`config.mk`:
```
export PLATFORM = sky130hd
export DESIGN_NAME = ccd_clock_ctrl
export DESIGN_NICKNAME = d
export VERILOG_FILES = /design/src/rtl/ccd_pkg.sv /design/src/rtl/ccd_clock_ctrl.sv /design/src/rtl/ccd_cpu_tick.sv
export SDC_FILE = /design/constraint.sdc
export NUM_CORES = 1
export LEC_CHECK = 0
export BUFFER_PORTS_ARGS = -buffer_cell sky130_fd_sc_hd__buf_2
export CELL_PAD_IN_SITES_DETAIL_PLACEMENT = 2
export CELL_PAD_IN_SITES_GLOBAL_PLACEMENT = 2
export CORE_MARGIN = 3
export CORE_UTILIZATION = 36
export CTS_CLUSTER_DIAMETER = 100
export DETAILED_ROUTE_END_ITERATION = 8
export GPL_ROUTABILITY_DRIVEN = 1
export PLACE_DENSITY = 0.91
export REMOVE_ABC_BUFFERS = 1
export SYNTH_ARGS = -nofsm -noshare
export SYNTH_HDL_FRONTEND = slang
export SYNTH_SLANG_ARGS = --single-unit
export TNS_END_PERCENT = 50
```
`constraint.sdc`:
```
create_clock -name ref_clk_in -period 3.4 [get_ports ref_clk_in]
set_input_delay 0.17 -clock ref_clk_in [delete_from_list [all_inputs] [get_ports ref_clk_in]]
set_output_delay 0.17 -clock ref_clk_in [all_outputs]
set_load 0.01 [all_outputs]
```
`src/rtl/ccd_pkg.sv`:
```
// constants and helpers for the cpu clock divider and clock output block
`default_nettype none
package ccd_pkg;
   // register port geometry
   localparam int ADDR_W = 8;
   localparam int DATA_W = 8;

   // register offsets
   localparam logic [ADDR_W-1:0] ADR_DIV  = 8'h00;
   localparam logic [ADDR_W-1:0] ADR_PORT2_MODE_ONE = 8'h01;
   localparam logic [ADDR_W-1:0] ADR_STAT = 8'h02;

   // reset values
   localparam logic [DATA_W-1:0] RST_DIV  = 8'h00;
   localparam logic [DATA_W-1:0] RST_PORT2_MODE_ONE = 8'h00;
   localparam logic [DATA_W-1:0] RST_ZERO = 8'h00;

   // port2_mode_one field: clock_out_enable
   localparam int CLOCK_OUT_ENABLE_BIT = 4;

   // user_config_byte_one fields
   localparam int OSC_LSB   = 0;
   localparam int OSC_W     = 3;
   localparam int HALVE_BIT = 3;

   // status register fields
   localparam int ST_OSC_LSB = 0;
   localparam int ST_HALVE   = 3;
   localparam int ST_CKO_ON  = 4;
   localparam int ST_CKO_LVL = 5;
   localparam int ST_PAD_W   = 2;

   // oscillator source codes
   localparam logic [OSC_W-1:0] OSC_XTAL_LOW = 3'h0;
   localparam logic [OSC_W-1:0] OSC_XTAL_MED = 3'h1;
   localparam logic [OSC_W-1:0] OSC_XTAL_HI  = 3'h2;
   localparam logic [OSC_W-1:0] OSC_RC       = 3'h3;
   localparam logic [OSC_W-1:0] OSC_EXT      = 3'h4;

   // divider arithmetic
   localparam int CNT_W = 11;
   localparam logic [CNT_W-1:0] PERIOD_ONE = 11'h001;
   localparam logic [CNT_W-1:0] PERIOD_ADD = 11'h002;

   // clock output: half period in cpu clocks, machine cycle length
   localparam logic [2:0] CKO_HALF_LAST = 3'h2;
   localparam logic [2:0] MCYC_LAST     = 3'h5;
   localparam logic [2:0] CNT3_ZERO     = 3'h0;
   localparam logic [2:0] CNT3_ONE      = 3'h1;

   // start-up sequencing, one-hot
   typedef enum logic [1:0] {
      ST_LOAD = 2'b01,
      ST_RUN  = 2'b10
   } ccd_state_t;

   // oscillator cycles per cpu clock for a divider value and halving
   function automatic logic [CNT_W-1:0] cpu_period(
      input logic [DATA_W-1:0] div,
      input logic              halve);
      logic [CNT_W-1:0] p;
      p = PERIOD_ONE;
      if (div != RST_ZERO) begin
         p = {2'b00, div, 1'b0} + PERIOD_ADD;
      end
      if (halve) begin
         p = {p[CNT_W-2:0], 1'b0};
      end
      return p;
   endfunction : cpu_period

   // crystal sources take both oscillator pins away from the port
   function automatic logic is_crystal(input logic [OSC_W-1:0] m);
      return (m == OSC_XTAL_LOW) || (m == OSC_XTAL_MED) ||
             (m == OSC_XTAL_HI);
   endfunction : is_crystal
endpackage : ccd_pkg
`default_nettype wire

```
`src/rtl/ccd_clock_ctrl.sv`:
```
// cpu clock divider, legacy halving and clock output pin control
`default_nettype none
module ccd_clock_ctrl (
   input  wire logic                       ref_clk_in,
   input  wire logic                       rst_in,
   // configuration byte, steady from reset release
   input  wire logic [ccd_pkg::DATA_W-1:0] user_config_byte_one_in,
   // register port
   input  wire logic [ccd_pkg::ADDR_W-1:0] addr_in,
   input  wire logic [ccd_pkg::DATA_W-1:0] wr_data_in,
   input  wire logic                       wr_in,
   input  wire logic                       rd_in,
   output logic      [ccd_pkg::DATA_W-1:0] rd_data_out,
   // power state from the core
   input  wire logic                       idle_in,
   input  wire logic                       power_down_in,
   // clock enables toward core and peripherals
   output logic                            cpu_clk_en_out,
   output logic                            periph_clk_en_out,
   output logic                            machine_cycle_out,
   // port latch side of port2_bit0 and port2_bit1
   input  wire logic                       port2_bit0_drive_in,
   input  wire logic                       port2_bit0_oe_in,
   input  wire logic                       port2_bit1_drive_in,
   input  wire logic                       port2_bit1_oe_in,
   output logic                            port2_bit0_out,
   output logic                            port2_bit1_out,
   // osc_out_pin, shared with port2_bit0 and clock_out_pin
   input  wire logic                       osc_out_pin_in,
   output logic                            osc_out_pin_out,
   output logic                            osc_out_pin_oe_out,
   // osc_in_pin, shared with port2_bit1
   input  wire logic                       osc_in_pin_in,
   output logic                            osc_in_pin_out,
   output logic                            osc_in_pin_oe_out,
   // mode register image for the other port logic
   output logic      [ccd_pkg::DATA_W-1:0] port2_mode_one_out
);
   ccd_pkg::ccd_state_t state;

   logic [ccd_pkg::OSC_W-1:0]  osc_mode;
   logic                       legacy_timing_halve;
   logic [ccd_pkg::DATA_W-1:0] cpu_clock_divider_value;
   logic [ccd_pkg::DATA_W-1:0] port2_mode_one;
   logic [ccd_pkg::DATA_W-1:0] status;
   logic [ccd_pkg::DATA_W-1:0] next_rd_data;
   logic [2:0]                 cko_phase;
   logic [2:0]                 mcyc_count;
   logic                       clock_out_level;
   logic                       clock_out_allowed;
   logic                       clock_out_enable;
   logic                       clock_out_on;
   logic                       crystal;
   logic                       running;
   logic                       cpu_tick;

   // start-up: sample the configuration, then run
   // one cycle to take the configuration byte; pins stay released
   // until the run state is reached
   always_ff @(posedge ref_clk_in or posedge rst_in) begin
      if (rst_in) begin
         state <= ccd_pkg::ST_LOAD;
      end else begin
         case (state)
            ccd_pkg::ST_LOAD: state <= ccd_pkg::ST_RUN;
            ccd_pkg::ST_RUN:  state <= ccd_pkg::ST_RUN;
            default:          state <= ccd_pkg::ST_LOAD;
         endcase
      end
   end

   // source and halving held from start-up; no write path reaches them
   always_ff @(posedge ref_clk_in or posedge rst_in) begin
      if (rst_in) begin
         osc_mode            <= ccd_pkg::OSC_XTAL_LOW;
         legacy_timing_halve <= 1'b0;
      end else if (state == ccd_pkg::ST_LOAD) begin
         osc_mode <= user_config_byte_one_in[ccd_pkg::OSC_LSB +:
                                             ccd_pkg::OSC_W];
         legacy_timing_halve <=
            user_config_byte_one_in[ccd_pkg::HALVE_BIT];
      end
   end

   // source-dependent pin and clock output qualification
   // power-down stands for a stopped oscillator: tick, machine cycle
   // and clock output freeze where they are and resume after
   always_comb begin
      crystal           = ccd_pkg::is_crystal(osc_mode);
      clock_out_allowed = (osc_mode == ccd_pkg::OSC_RC) ||
                          (osc_mode == ccd_pkg::OSC_EXT);
      clock_out_enable  = port2_mode_one[ccd_pkg::CLOCK_OUT_ENABLE_BIT];
      clock_out_on      = clock_out_enable && clock_out_allowed;
      running           = (state == ccd_pkg::ST_RUN) &&
                          !power_down_in;
   end

   // register map, byte wide, all reset to zero
   //   0x00 cpu_clock_divider_value: 0 runs at the oscillator rate,
   //        N divides by 2*(N+1); reloads at the next cpu clock wrap
   //   0x01 port2_mode_one: bit 4 clock_out_enable; other bits are
   //        kept for the rest of the port logic, no effect here
   //   0x02 status, read only:
   //        [2:0] oscillator source taken at start-up
   //        [3]   legacy halving in force
   //        [4]   clock output active on the pin
   //        [5]   clock output level
   //        [7:6] zero
   //   other offsets read zero and ignore writes
   // software registers; divider writable any time
   always_ff @(posedge ref_clk_in or posedge rst_in) begin
      if (rst_in) begin
         cpu_clock_divider_value <= ccd_pkg::RST_DIV;
         port2_mode_one          <= ccd_pkg::RST_PORT2_MODE_ONE;
      end else if (wr_in) begin
         if (addr_in == ccd_pkg::ADR_DIV) begin
            cpu_clock_divider_value <= wr_data_in;
         end
         if (addr_in == ccd_pkg::ADR_PORT2_MODE_ONE) begin
            port2_mode_one <= wr_data_in;
         end
      end
   end

   // status view of the block's own state
   // a live view, so it needs no write path and ignores writes
   always_comb begin
      status = ccd_pkg::RST_ZERO;
      status[ccd_pkg::ST_OSC_LSB +: ccd_pkg::OSC_W] = osc_mode;
      status[ccd_pkg::ST_HALVE]   = legacy_timing_halve;
      status[ccd_pkg::ST_CKO_ON]  = clock_out_on;
      status[ccd_pkg::ST_CKO_LVL] = clock_out_level;
   end

   // read mux; unmapped offsets read zero
   always_comb begin
      case (addr_in)
         ccd_pkg::ADR_DIV:  next_rd_data = cpu_clock_divider_value;
         ccd_pkg::ADR_PORT2_MODE_ONE: next_rd_data = port2_mode_one;
         ccd_pkg::ADR_STAT: next_rd_data = status;
         default:           next_rd_data = ccd_pkg::RST_ZERO;
      endcase
   end

   // read data stands only in the cycle after the strobe
   // zero otherwise, so stale data never lingers on the bus
   always_ff @(posedge ref_clk_in or posedge rst_in) begin
      if (rst_in) begin
         rd_data_out <= ccd_pkg::RST_ZERO;
      end else if (rd_in) begin
         rd_data_out <= next_rd_data;
      end else begin
         rd_data_out <= ccd_pkg::RST_ZERO;
      end
   end

   // mode register image for the rest of the port logic
   always_ff @(posedge ref_clk_in or posedge rst_in) begin
      if (rst_in) begin
         port2_mode_one_out <= ccd_pkg::RST_PORT2_MODE_ONE;
      end else begin
         port2_mode_one_out <= port2_mode_one;
      end
   end

   // cpu clock enable; halving folded into the period
   // the divider is handed over raw; the tick module keeps the
   // period it started with until the current cpu clock ends, so a
   // rewrite never shortens or stretches a clock already running
   ccd_cpu_tick #(
      .CNT_W (ccd_pkg::CNT_W)
   ) u_tick (
      .ref_clk_in (ref_clk_in),
      .rst_in     (rst_in),
      .run_in     (running),
      .div_in     (cpu_clock_divider_value),
      .halve_in   (legacy_timing_halve),
      .tick_out   (cpu_tick)
   );

   // core and peripherals share the halved tick
   always_comb begin
      cpu_clk_en_out    = cpu_tick;
      periph_clk_en_out = cpu_tick;
   end

   // machine cycle: six cpu clocks, twelve oscillator clocks halved
   // the marker lags the sixth tick by one oscillator clock;
   // peripherals counting machine cycles see the same halving
   always_ff @(posedge ref_clk_in or posedge rst_in) begin
      if (rst_in) begin
         mcyc_count        <= ccd_pkg::CNT3_ZERO;
         machine_cycle_out <= 1'b0;
      end else if (cpu_tick) begin
         if (mcyc_count == ccd_pkg::MCYC_LAST) begin
            mcyc_count        <= ccd_pkg::CNT3_ZERO;
            machine_cycle_out <= 1'b1;
         end else begin
            mcyc_count        <= mcyc_count + ccd_pkg::CNT3_ONE;
            machine_cycle_out <= 1'b0;
         end
      end else begin
         machine_cycle_out <= 1'b0;
      end
   end

   // clock output: toggle every third cpu clock, so one sixth;
   // idle does not gate it, only power-down stops the tick
   // disabling clears phase and level so a re-enable starts low
   always_ff @(posedge ref_clk_in or posedge rst_in) begin
      if (rst_in) begin
         cko_phase       <= ccd_pkg::CNT3_ZERO;
         clock_out_level <= 1'b0;
      end else if (!clock_out_on) begin
         cko_phase       <= ccd_pkg::CNT3_ZERO;
         clock_out_level <= 1'b0;
      end else if (cpu_tick) begin
         if (cko_phase == ccd_pkg::CKO_HALF_LAST) begin
            cko_phase       <= ccd_pkg::CNT3_ZERO;
            clock_out_level <= !clock_out_level;
         end else begin
            cko_phase <= cko_phase + ccd_pkg::CNT3_ONE;
         end
      end
   end

   // pin use by source:
   //   crystal      both pins cut off, readback zero
   //   rc           both pins are port pins, clock output may
   //                take osc_out_pin
   //   external     osc_in_pin is the clock input, read back only;
   //                osc_out_pin is a port pin or the clock output
   //   codes 5 to 7 no clock output, both pins are port pins
   // all pin outputs are registered, so they lag the mode by a cycle
   // osc_out_pin: clock output, port pin, or cut off for a crystal
   always_ff @(posedge ref_clk_in or posedge rst_in) begin
      if (rst_in) begin
         osc_out_pin_out    <= 1'b0;
         osc_out_pin_oe_out <= 1'b0;
         port2_bit0_out     <= 1'b0;
      end else if (crystal || state != ccd_pkg::ST_RUN) begin
         osc_out_pin_out    <= 1'b0;
         osc_out_pin_oe_out <= 1'b0;
         port2_bit0_out     <= 1'b0;
      end else if (clock_out_on) begin
         osc_out_pin_out    <= clock_out_level;
         osc_out_pin_oe_out <= 1'b1;
         port2_bit0_out     <= osc_out_pin_in;
      end else begin
         osc_out_pin_out    <= port2_bit0_drive_in;
         osc_out_pin_oe_out <= port2_bit0_oe_in;
         port2_bit0_out     <= osc_out_pin_in;
      end
   end

   // osc_in_pin: clock input for external mode, port pin for rc;
   // the input still reads back so software can watch the clock pin
   always_ff @(posedge ref_clk_in or posedge rst_in) begin
      if (rst_in) begin
         osc_in_pin_out    <= 1'b0;
         osc_in_pin_oe_out <= 1'b0;
         port2_bit1_out    <= 1'b0;
      end else if (crystal || state != ccd_pkg::ST_RUN) begin
         osc_in_pin_out    <= 1'b0;
         osc_in_pin_oe_out <= 1'b0;
         port2_bit1_out    <= 1'b0;
      end else if (osc_mode == ccd_pkg::OSC_EXT) begin
         osc_in_pin_out    <= 1'b0;
         osc_in_pin_oe_out <= 1'b0;
         port2_bit1_out    <= osc_in_pin_in;
      end else begin
         osc_in_pin_out    <= port2_bit1_drive_in;
         osc_in_pin_oe_out <= port2_bit1_oe_in;
         port2_bit1_out    <= osc_in_pin_in;
      end
   end

   // idle is accepted but changes nothing here; software turns the
   // clock output off before idle if it wants the saving
   logic idle_seen;
   always_ff @(posedge ref_clk_in or posedge rst_in) begin
      if (rst_in) begin
         idle_seen <= 1'b0;
      end else begin
         idle_seen <= idle_in && !clock_out_on;
      end
   end
endmodule : ccd_clock_ctrl
`default_nettype wire

```
`src/rtl/ccd_cpu_tick.sv`:
```
// cpu clock enable generator with boundary-latched divider
`default_nettype none
module ccd_cpu_tick #(
   parameter int CNT_W = ccd_pkg::CNT_W
) (
   input  wire logic                      ref_clk_in,
   input  wire logic                      rst_in,
   input  wire logic                      run_in,
   input  wire logic [ccd_pkg::DATA_W-1:0] div_in,
   input  wire logic                      halve_in,
   output logic                           tick_out
);
   logic [CNT_W-1:0] count;
   logic [CNT_W-1:0] period;
   logic [CNT_W-1:0] next_period;

   // new divider or halving picked up only at a wrap
   always_comb begin
      next_period = ccd_pkg::cpu_period(div_in, halve_in);
   end

   // period reload at the boundary keeps every cpu clock whole
   always_ff @(posedge ref_clk_in or posedge rst_in) begin
      if (rst_in) begin
         count    <= '0;
         period   <= ccd_pkg::PERIOD_ONE;
         tick_out <= 1'b0;
      end else if (run_in) begin
         if (count >= period - ccd_pkg::PERIOD_ONE) begin
            count    <= '0;
            period   <= next_period;
            tick_out <= 1'b1;
         end else begin
            count    <= count + ccd_pkg::PERIOD_ONE;
            tick_out <= 1'b0;
         end
      end else begin
         tick_out <= 1'b0; // frozen, oscillator stopped
      end
   end
endmodule : ccd_cpu_tick
`default_nettype wire

```
==> flow_summary.json, run 1 <==
{
  "p_seq_frac": 0.472,
  "cts_root_buf": "clkbuf_8",
  "crit_required_ps": 3650,
  "num_vias": 3020,
  "rrSetupSlack_ps": 120,
  "coreArea_um2": 10000,
  "worst_setup_path_end_kind": "flop",
  "timing.final.crit_share": 0.9651,
  "grt_pass1_vias": 3452,
  "cts_buffers": 9,
  "yosysUniqueCellTypes": 49,
  "synth-seq-area-share": 0.4946,
  "grt.overflow.total": 0,
  "final_cell_count_no_fill": 558,
  "worstSetupStartpointType": "flop",
  "power.density_cell_area_nw_per_um2": 482.4,
  "clkSinkCount": 75,
  "drc": 0,
  "first_pass_iters": 4,
  "initial_core_util": 0.3800,
  "p_clk_frac": 0.392,
  "place_congestion": 0.8258,
  "totalWireLength_mm": 12.34,
  "grt_pass1_wl_mm": 19.55,
  "cp_slowest_stage_delay_ps": 470,
  "peakVddDrop_v": 0.0002228,
  "switching_share": 0.3039,
  "combinationalPowerShare": 0.136,
  "num_rows": 36,
  "slew_violations": 0,
  "slew-limit-headroom": 0.2571,
  "setup_viol": 0,
  "dp_hpwl_mm": 7.867,
  "leakagePower_nw": 2.180,
  "status": "finished clean",
  "postSynthCellCount": 365,
  "crit_slowest_cell": "dfrtp_2",
  "die_h_um": 108.7,
  "holdWs_ps": 23.16,
  "path_cells": "nor4_4, nand2_1, nor2_1, xnor2_1, ha_1, nand3_1, nor2_2, a21oi_1, o221ai_2, and2_1, buf_4, mux2_2",
  "drive_above_1_share": 0.2706,
  "cts_tree": "done",
  "netlist_area_um2": 3800,
  "synth_async_sr_flop_share": 1.000,
  "cts-htree-levels": 3,
  "synth_edf_count": 0,
  "dieArea_um2": 11820,
  "tightest_slew_ps": 1113,
  "grt_max_degree": 53,
  "skew_ps": 12.82,
  "placed_cells": 541,
  "crit_arrival_ps": 3530,
  "ant_nets": 0,
  "antenna_found_initial": 0,
  "cts_max_path_buffers": 2,
  "wl_per_cell_um": 22.12,
  "power_mw": 2.157,
  "syn2layout_area_growth_pct": 17.68,
  "max_freq_mhz": 304.8,
  "cp_max_fo": 12,
  "yosysWarnings": 0,
  "track_usage": 0.2198,
  "n_antenna_cell": 0,
  "postCtsHoldBufs": 0,
  "viasPerCell": 5.412,
  "drt_iter0_markers": 124,
  "path_class": "flop to flop",
  "ios": 61,
  "worstSkewPairLatency_ps": 370,
  "synth.avg_cell_area_um2": 10.41,
  "hold_viol_final": 0,
  "die_x_um": 108.7,
  "switching_power_uw": 655.5,
  "finalNetCount": 473,
  "numPortBuffers": 55,
  "min_path_type": "primary input to flop",
  "synth_seq_cells": 75,
  "cts.clk_slew.worst_paths_ps": 100,
  "internal-power_mw": 1.502,
  "maxCapViolCount": 0,
  "synth_flop_cell": "dfrtp_1",
  "post-route-min-period_ps": 3281
}
synthesized netlist by cell type (2+ instances only):
cell / n / area share
o21ai_0: 12 / 0.016
mux2_1: 4 / 0.012
a21oi_1: 17 / 0.022
ha_1: 17 / 0.056
dfrtp_1: 73 / 0.48
nand3b_1: 3 / 0.0059
nand2b_1: 3 / 0.0049
nand3_1: 11 / 0.014
nand4_1: 5 / 0.0082
clkbuf_1: 10 / 0.0099
o22ai_1: 3 / 0.0049
nand2_1: 33 / 0.033
buf_2: 2 / 0.0026
nor2b_1: 2 / 0.0033
and3_1: 5 / 0.0082
inv_1: 15 / 0.015
dfstp_2: 2 / 0.014
xnor2_1: 14 / 0.032
and2_1: 4 / 0.0066
nor3_1: 10 / 0.013
nor2_1: 46 / 0.045
a21o_1: 3 / 0.0059
mux2_2: 22 / 0.065
nor3b_1: 2 / 0.0040
mux2i_1: 15 / 0.040
or3_1: 2 / 0.0033
xor2_1: 8 / 0.018
power groups by stage:
stage / Clock, mW / Sequential (mW) / Combinational [mW]
4_1_cts: 0.853 / 1.02 / 0.297
3_5_place_dp: 0 / 1.03 / 0.261
3_3_place_gp: 0 / 1.03 / 0.236
2_1_floorplan: 0 / 1.01 / 0.167
6_report: 0.846 / 1.02 / 0.294
5_1_grt: 0.885 / 1.03 / 0.321
logic make-up (layout without fill, tap and decap cells):
| family | count (synthesis) | in the layout | share of synthesized area |
|---|---|---|---|
| AOI/OAI and AO/OA | 46 | 46 | 0.07475 |
| adders and majority gates | 17 | 17 | 0.05598 |
| buffers and inverters | 30 | 90 | 0.03326 |
| and+or+nand+nor | 134 | 134 | 0.1742 |
| muxes | 41 | 41 | 0.1166 |
| DFF | 75 | 75 | 0.4946 |
| xor gates and xnor gates | 22 | 22 | 0.05071 |
area by class of cell:
| cell class | count | area (µm²) |
|---|---|---|
| flip-flops and latches | 75 | 1882 |
| clock buffers | 10 | 137.6 |
| multi-input cells | 260 | 1829 |
| fillers | 1080 | 5528 |
| clock inverters | 6 | 95.09 |
| inverters | 15 | 56.30 |
| repair buffers | 59 | 305.3 |
| well taps | 133 | 166.4 |
metrics by stage:
step                      TNS, ps    util  setup WS, ps  instance area (µm²)
after global placement          0  0.4194         353.2                 4194
after global routing       -232.8  0.4472        -38.06                 4472
after detailed placement        0  0.4194         137.0                 4194
final                           0  0.4472         118.8                 4472
after CTS                       0  0.4433         31.37                 4433
after floorplan                 0       -         443.2                 3730
flip-flops by register name, summed over array words and instances (netlist names):
name and flops:
osc_in_pin_out 1, u_tick.tick_out 1, port2_mode_one 8, mcyc_count 3
osc_mode 3, legacy_timing_halve 1, cpu_clock_divider_value 8, port2_bit0_out 1
port2_bit1_out 1, u_tick.period 11, clock_out_level 1, u_tick.count 11
port2_mode_one_out 8, cko_phase 3, state 2, osc_in_pin_oe_out 1
osc_out_pin_out 1, rd_data_out 8, machine_cycle_out 1, osc_out_pin_oe_out 1
metal layers:
metal,share of wire,vias up,global-route usage
met1,0.40,1569,0.2460
met2,0.54,70,0.4157
met4,0.023,0,0.07845
li1,-,1361,-
met3,0.034,20,0.03789
met5,0,-,0
final timing paths:
check	end	cells past startpoint	start
worst max register to register	u_tick.period[10]	12	u_tick.period[2]
max in group asynchronous	cpu_clock_divider_value[0]	3	rst_in
min in group asynchronous	u_tick.count[4]	2	rst_in
worst min-delay path	port2_bit0_out	2	osc_out_pin_in
worst min register to register	port2_mode_one_out[1]	0	port2_mode_one[1]
worst max-delay path	u_tick.period[10]	12	u_tick.period[2]
critical path, delay by kind of cell, from the launching register on:
kind                     cells  cell delay, ps
multiplexers                 1             360
AND/OR/NAND/NOR              6            1190
buffers and inverters        1             240
adder cells (fa/ha/maj)      1             330
AO/OA/AOI/OAI                2             430
XOR/XNOR                     1             120
flip-flops                   1             470
placed cells by master (no fill, tap or decap), drive strengths merged, types with 2 or more instances in the layout:
cell type	count
a21oi	17
nand2	34
o22ai	3
nor3	10
or4	2
or3	2
o21ai	13
bufinv	2
and2	4
xnor2	14
and3	5
nor2	47
buf	59
nand3	12
dfstp	2
nand4	5
nor2b	2
mux2	26
nand3b	3
nor4	2
o221ai	2
a21o	3
nand2b	3
ha	17
xor2	8
clkbuf	10
nor3b	2
mux2i	15
inv	18
dfrtp	73
repair_timing:
action,4_1_cts,5_1_grt
hold endpoints to repair,0,0
setup endpoints to repair,7,11
gates resized for setup,1,8
buffers inserted,0,1
pin swaps,0,1
(Power assumes the default switching activity.)
==> inputs of run 2 (changes only) <==
--- a/config.mk
+++ b/config.mk
@@ -13,6 +13,7 @@
 export CTS_CLUSTER_DIAMETER = 100
 export DETAILED_ROUTE_END_ITERATION = 8
 export GPL_ROUTABILITY_DRIVEN = 1
+export MAX_ROUTING_LAYER = met4
 export PLACE_DENSITY = 0.91
 export REMOVE_ABC_BUFFERS = 1
 export SYNTH_ARGS = -nofsm -noshare
==> flow_summary.json, run 2 (synthesis results as in run 1) <==
{
  "crit_required_ps": 3650,
  "min_delay_path_depth": 2,
  "dieArea_um2": 11820,
  "track_usage": 0.2265,
  "cts_tree": "done",
  "cp_top_family": "simple AND/OR/NAND/NOR gates",
  "leakagePower_nw": 2.180,
  "hold_viol_final": 0,
  "crit_buf_inv": 1,
  "path_cells": "nor4_4, nand2_1, nor2_1, xnor2_1, ha_1, nand3_1, nor2_2, a21oi_1, o221ai_2, and2_1, buf_4, mux2_2",
  "totalWireLength_mm": 12.42,
  "power_mw": 2.159,
  "postCtsHoldBufs": 0,
  "timing.final.crit_share": 0.9663,
  "grt_pass1_vias": 3443,
  "numPortBuffers": 55,
  "cp_max_fo": 12,
  "min_path_type": "primary input to flop",
  "grt_max_degree": 53,
  "skew_ps": 11.12,
  "clkSinkCount": 75,
  "antenna_found_initial": 0,
  "die_h_um": 108.7,
  "crit_arrival_ps": 3540,
  "power.density_cell_area_nw_per_um2": 482.7,
  "dp_hpwl_mm": 7.867,
  "largestRegisters": "u_tick.count (11), u_tick.period (11)",
  "rrSetupSlack_ps": 110,
  "grt_pass1_wl_mm": 19.54,
  "finalNetCount": 473,
  "cts_max_path_buffers": 2,
  "min-delay-start": "osc_out_pin_in",
  "tns_ps": 0,
  "syn2layout_area_growth_pct": 17.68,
  "drive_above_1_share": 0.2706,
  "finish.utilization": 0.4472,
  "status": "finished clean",
  "worst-path-stages": 12,
  "worstSetupStartpointType": "flop",
  "placed_cells": 541,
  "num_rows": 36,
  "setup_viol": 0,
  "cts-htree-levels": 3,
  "tightest_slew_ps": 1129,
  "cts.clk_slew.worst_paths_ps": 100,
  "slew-limit-headroom": 0.2465,
  "drt_iter0_markers": 155,
  "worst_setup_path_end_kind": "flop",
  "peakVddDrop_v": 0.0002252,
  "final_cell_mix": "dfrtp_1 (71), buf_2 (55), nor2_1 (45)",
  "num_vias": 3029,
  "post-route-min-period_ps": 3286,
  "first_pass_iters": 5,
  "reg2reg_depth": 12,
  "path_class": "flop to flop",
  "n_antenna_cell": 0,
  "initial_core_util": 0.3800,
  "slew_violations": 0,
  "place_congestion": 0.8383,
  "cts_root_buf": "clkbuf_8",
  "final_cell_count_no_fill": 558,
  "max_freq_mhz": 304.4,
  "worstSkewPairLatency_ps": 380,
  "wl_per_cell_um": 22.25,
  "ios": 61,
  "cts_buffers": 9,
  "cp_slowest_stage_delay_ps": 470,
  "dpl_worst_slack_ps": 137.0,
  "timing.rr.end": "u_tick.period[10]",
  "ant_nets": 0,
  "crit_slowest_cell": "dfrtp_2",
  "maxCapViolCount": 0,
  "setup_slack_ps": 114.4,
  "coreArea_um2": 10000,
  "final_common_cell": "dfrtp_1",
  "holdPathEnd": "port2_bit0_out",
  "final_area_um2": 4472,
  "viasPerCell": 5.428,
  "holdWs_ps": 21.28,
  "place_area_um2": 4194,
  "die_x_um": 108.7,
  "grt.overflow.total": 0,
  "drc": 0,
  "r2r_start": "u_tick.period[2]"
}
-- run 2: cell counts in the layout (fill, tap and decap cells not counted) --
Identical to the previous run, type by type.
-- run 2: layout make-up --
type                       instances  area, µm²
clock buffer                      10      137.6
clock inverter                     6      95.09
fill                            1080       5528
inverter                          15      56.30
multi-input combinational        260       1829
sequential                        75       1882
tap                              133      166.4
timing repair buffer              59      305.3
-- run 2: timing repair --
action / in CTS / in global routing
setup buffers: 0 / 1
pin swaps: 0 / 1
resized for setup: 1 / 8
setup endpoints to repair: 7 / 11
-- run 2: how the worst max path moves through the flow --
stage / from / end / slack (ps)
2_1_floorplan: u_tick.period[2] / u_tick.period[10] / 440
3_3_place_gp: u_tick.period[2] / u_tick.period[10] / 350
3_5_place_dp: u_tick.period[2] / u_tick.period[3] / 140
4_1_cts: u_tick.period[2] / u_tick.period[2] / 30
5_1_grt: u_tick.period[2] / u_tick.period[3] / -20
6_report: u_tick.period[2] / u_tick.period[10] / 110
-- run 2: routing by layer --
layer,up-vias,track usage,share of wire
met3,18,0.04381,0.031
met5,-,-,0
li1,1367,-,-
met4,0,0.07033,0.020
met1,1581,0.2475,0.41
met2,63,0.4144,0.54
-- run 2: where the power goes --
part	internal, mW	leakage, nW	switching [mW]
sequential	0.941	0.977	0.0788
combinational	0.117	1.08	0.174
clock	0.443	0.118	0.405
total	1.50	2.18	0.657
==> inputs of run 3 (changes only) <==
--- a/config.mk
+++ b/config.mk
@@ -14,7 +14,7 @@
 export DETAILED_ROUTE_END_ITERATION = 8
 export GPL_ROUTABILITY_DRIVEN = 1
 export MAX_ROUTING_LAYER = met4
-export PLACE_DENSITY = 0.91
+export PLACE_DENSITY_LB_ADDON = 0.1
 export REMOVE_ABC_BUFFERS = 1
 export SYNTH_ARGS = -nofsm -noshare
 export SYNTH_HDL_FRONTEND = slang
==> flow_summary.json, run 3 (synthesis results as in run 1) <==
{
  "worst_setup_path_end_kind": "flop",
  "first_pass_iters": 4,
  "num_vias": 2829,
  "leakagePower_nw": 2.163,
  "final_common_cell": "dfrtp_1",
  "setup_viol": 0,
  "num_rows": 36,
  "hold_viol_final": 0,
  "tns_ps": 0,
  "ant_nets": 0,
  "max_freq_mhz": 325.6,
  "ios": 61,
  "track_usage": 0.1833,
  "crit_arrival_ps": 3360,
  "slew_violations": 0,
  "drc": 0,
  "cts_tree": "done",
  "syn2layout_area_growth_pct": 16.36,
  "n_antenna_cell": 0,
  "drive_above_1_share": 0.2529,
  "clkSinkCount": 75,
  "post-route-min-period_ps": 3071,
  "final_cell_mix": "dfrtp_1 (73), buf_2 (55), nor2_1 (46)",
  "peakVddDrop_v": 0.0003022,
  "placed_cells": 542,
  "totalWireLength_mm": 9.380,
  "cts-htree-levels": 3,
  "die_x_um": 108.7,
  "finalNetCount": 475,
  "initial_core_util": 0.3800,
  "maxCapViolCount": 0,
  "fill_cells": 1111,
  "wl_per_cell_um": 16.75,
  "slew-limit-headroom": 0.5267,
  "power.density_cell_area_nw_per_um2": 441.8,
  "die_h_um": 108.7,
  "crit_required_ps": 3690,
  "worstSetupStartpointType": "flop",
  "grt-busiest-layer": "met2",
  "drt_iter0_markers": 91,
  "cts_buffers": 9,
  "cts_root_buf": "clkbuf_8",
  "dp_hpwl_mm": 7.198,
  "numPortBuffers": 55,
  "cts.clk_slew.worst_paths_ps": 80,
  "cts_max_path_buffers": 2,
  "grt_setup_unrepaired": "false",
  "grt_pass1_wl_mm": 15.82,
  "largestRegisters": "u_tick.count (11), u_tick.period (11)",
  "coreArea_um2": 10000,
  "globalRouteMet3Util": 0.04144,
  "path_class": "flop to flop",
  "antenna_found_initial": 0,
  "cp_max_fo": 11,
  "use_met1": 0.2091,
  "status": "finished clean",
  "grt.overflow.total": 0,
  "dieArea_um2": 11820,
  "timing.final.crit_share": 0.9032,
  "tightest_slew_ps": 709.9,
  "grt_pass1_vias": 3125,
  "place_congestion": 0.7772,
  "viasPerCell": 5.052,
  "use_met2": 0.3129,
  "grt_max_degree": 43,
  "worstSkewPairLatency_ps": 370,
  "final_cell_count_no_fill": 560,
  "skew_ps": 9.020,
  "post_cts_buffers": 0,
  "min_path_type": "primary input to flop"
}
[run 3: cell types whose count changed in the layout (fill, tap and decap cells not counted), moves of 2 or more]
| cell | change |
|---|---|
| clkinv_2 | +2 |
| nor3_1 | +2 |
| dfrtp_2 | -2 |
| dfrtp_1 | +2 |
| inv_6 | -2 |
| nor3_2 | -2 |
| dlygate4sd3_1 | +2 |
[run 3: area by class of cell]
cell class              instances  area [µm²]  share of cell area
clock buffers                  10       127.6             0.02886
flip-flops and latches         75        1879              0.4250
repair buffers                 61       325.3             0.07357
clock inverters                 6       65.06             0.01471
multi-input cells             260        1802              0.4075
inverters                      15       56.30             0.01273
well taps                     133       166.4             0.03763
[run 3: final timing paths]
kind,start,to,slack [ps],cells after the start
max,u_tick.period[2],u_tick.period[0],330,12
min,wr_data_in[1],cpu_clock_divider_value[1],30,3
max reg2reg,u_tick.period[2],u_tick.period[0],330,12
min reg2reg,port2_mode_one[0],port2_mode_one_out[0],410,0
max in group asynchronous,rst_in,state[0],2320,4
min in group asynchronous,rst_in,u_tick.count[3],260,3
[run 3: critical path: stages (launching register included)]
cell and delay, ps:
dfrtp_1 440, nor4_2 330, nand2_1 150, nor3_1 250, xnor2_1 160, ha_1 290
nand3_1 130, nor2_1 70, a221oi_2 250, o221ai_2 210, and2_2 330, buf_4 210
o21ai_0 180
[run 3: power by group]
part	internal [mW]	leakage (nW)	total [mW]	switching [mW]
sequential	0.941	0.981	1.01	0.0708
combinational	0.114	1.09	0.253	0.139
clock	0.340	0.0966	0.689	0.349
[run 3: repair_timing]
item,CTS,global route
resized for setup,0,2
endpoints found under the setup margin,0,18
endpoints found under the hold margin,11,0
hold buffers,2,0
[run 3: per-layer routing]
layer	wire length, µm	share of wire	vias up
met5	0	0	-
met1	4110	0.44	1411
met2	4810	0.51	36
li1	-	-	1371
met3	284	0.030	11
met4	174	0.019	0
[run 3: metrics by stage]
step,utilization,setup WS (ps),hold WS (ps),instance area [µm²],power [mW]
after floorplan,-,443.2,286.8,3730,1.177
after global placement,0.4202,274.0,112.5,4202,1.272
after detailed placement,0.4202,106.7,113.0,4202,1.289
after CTS,0.4414,100.5,4.870,4414,1.995
after global routing,0.4422,26.55,22.07,4422,2.066
final,0.4422,329.1,28.05,4422,1.954
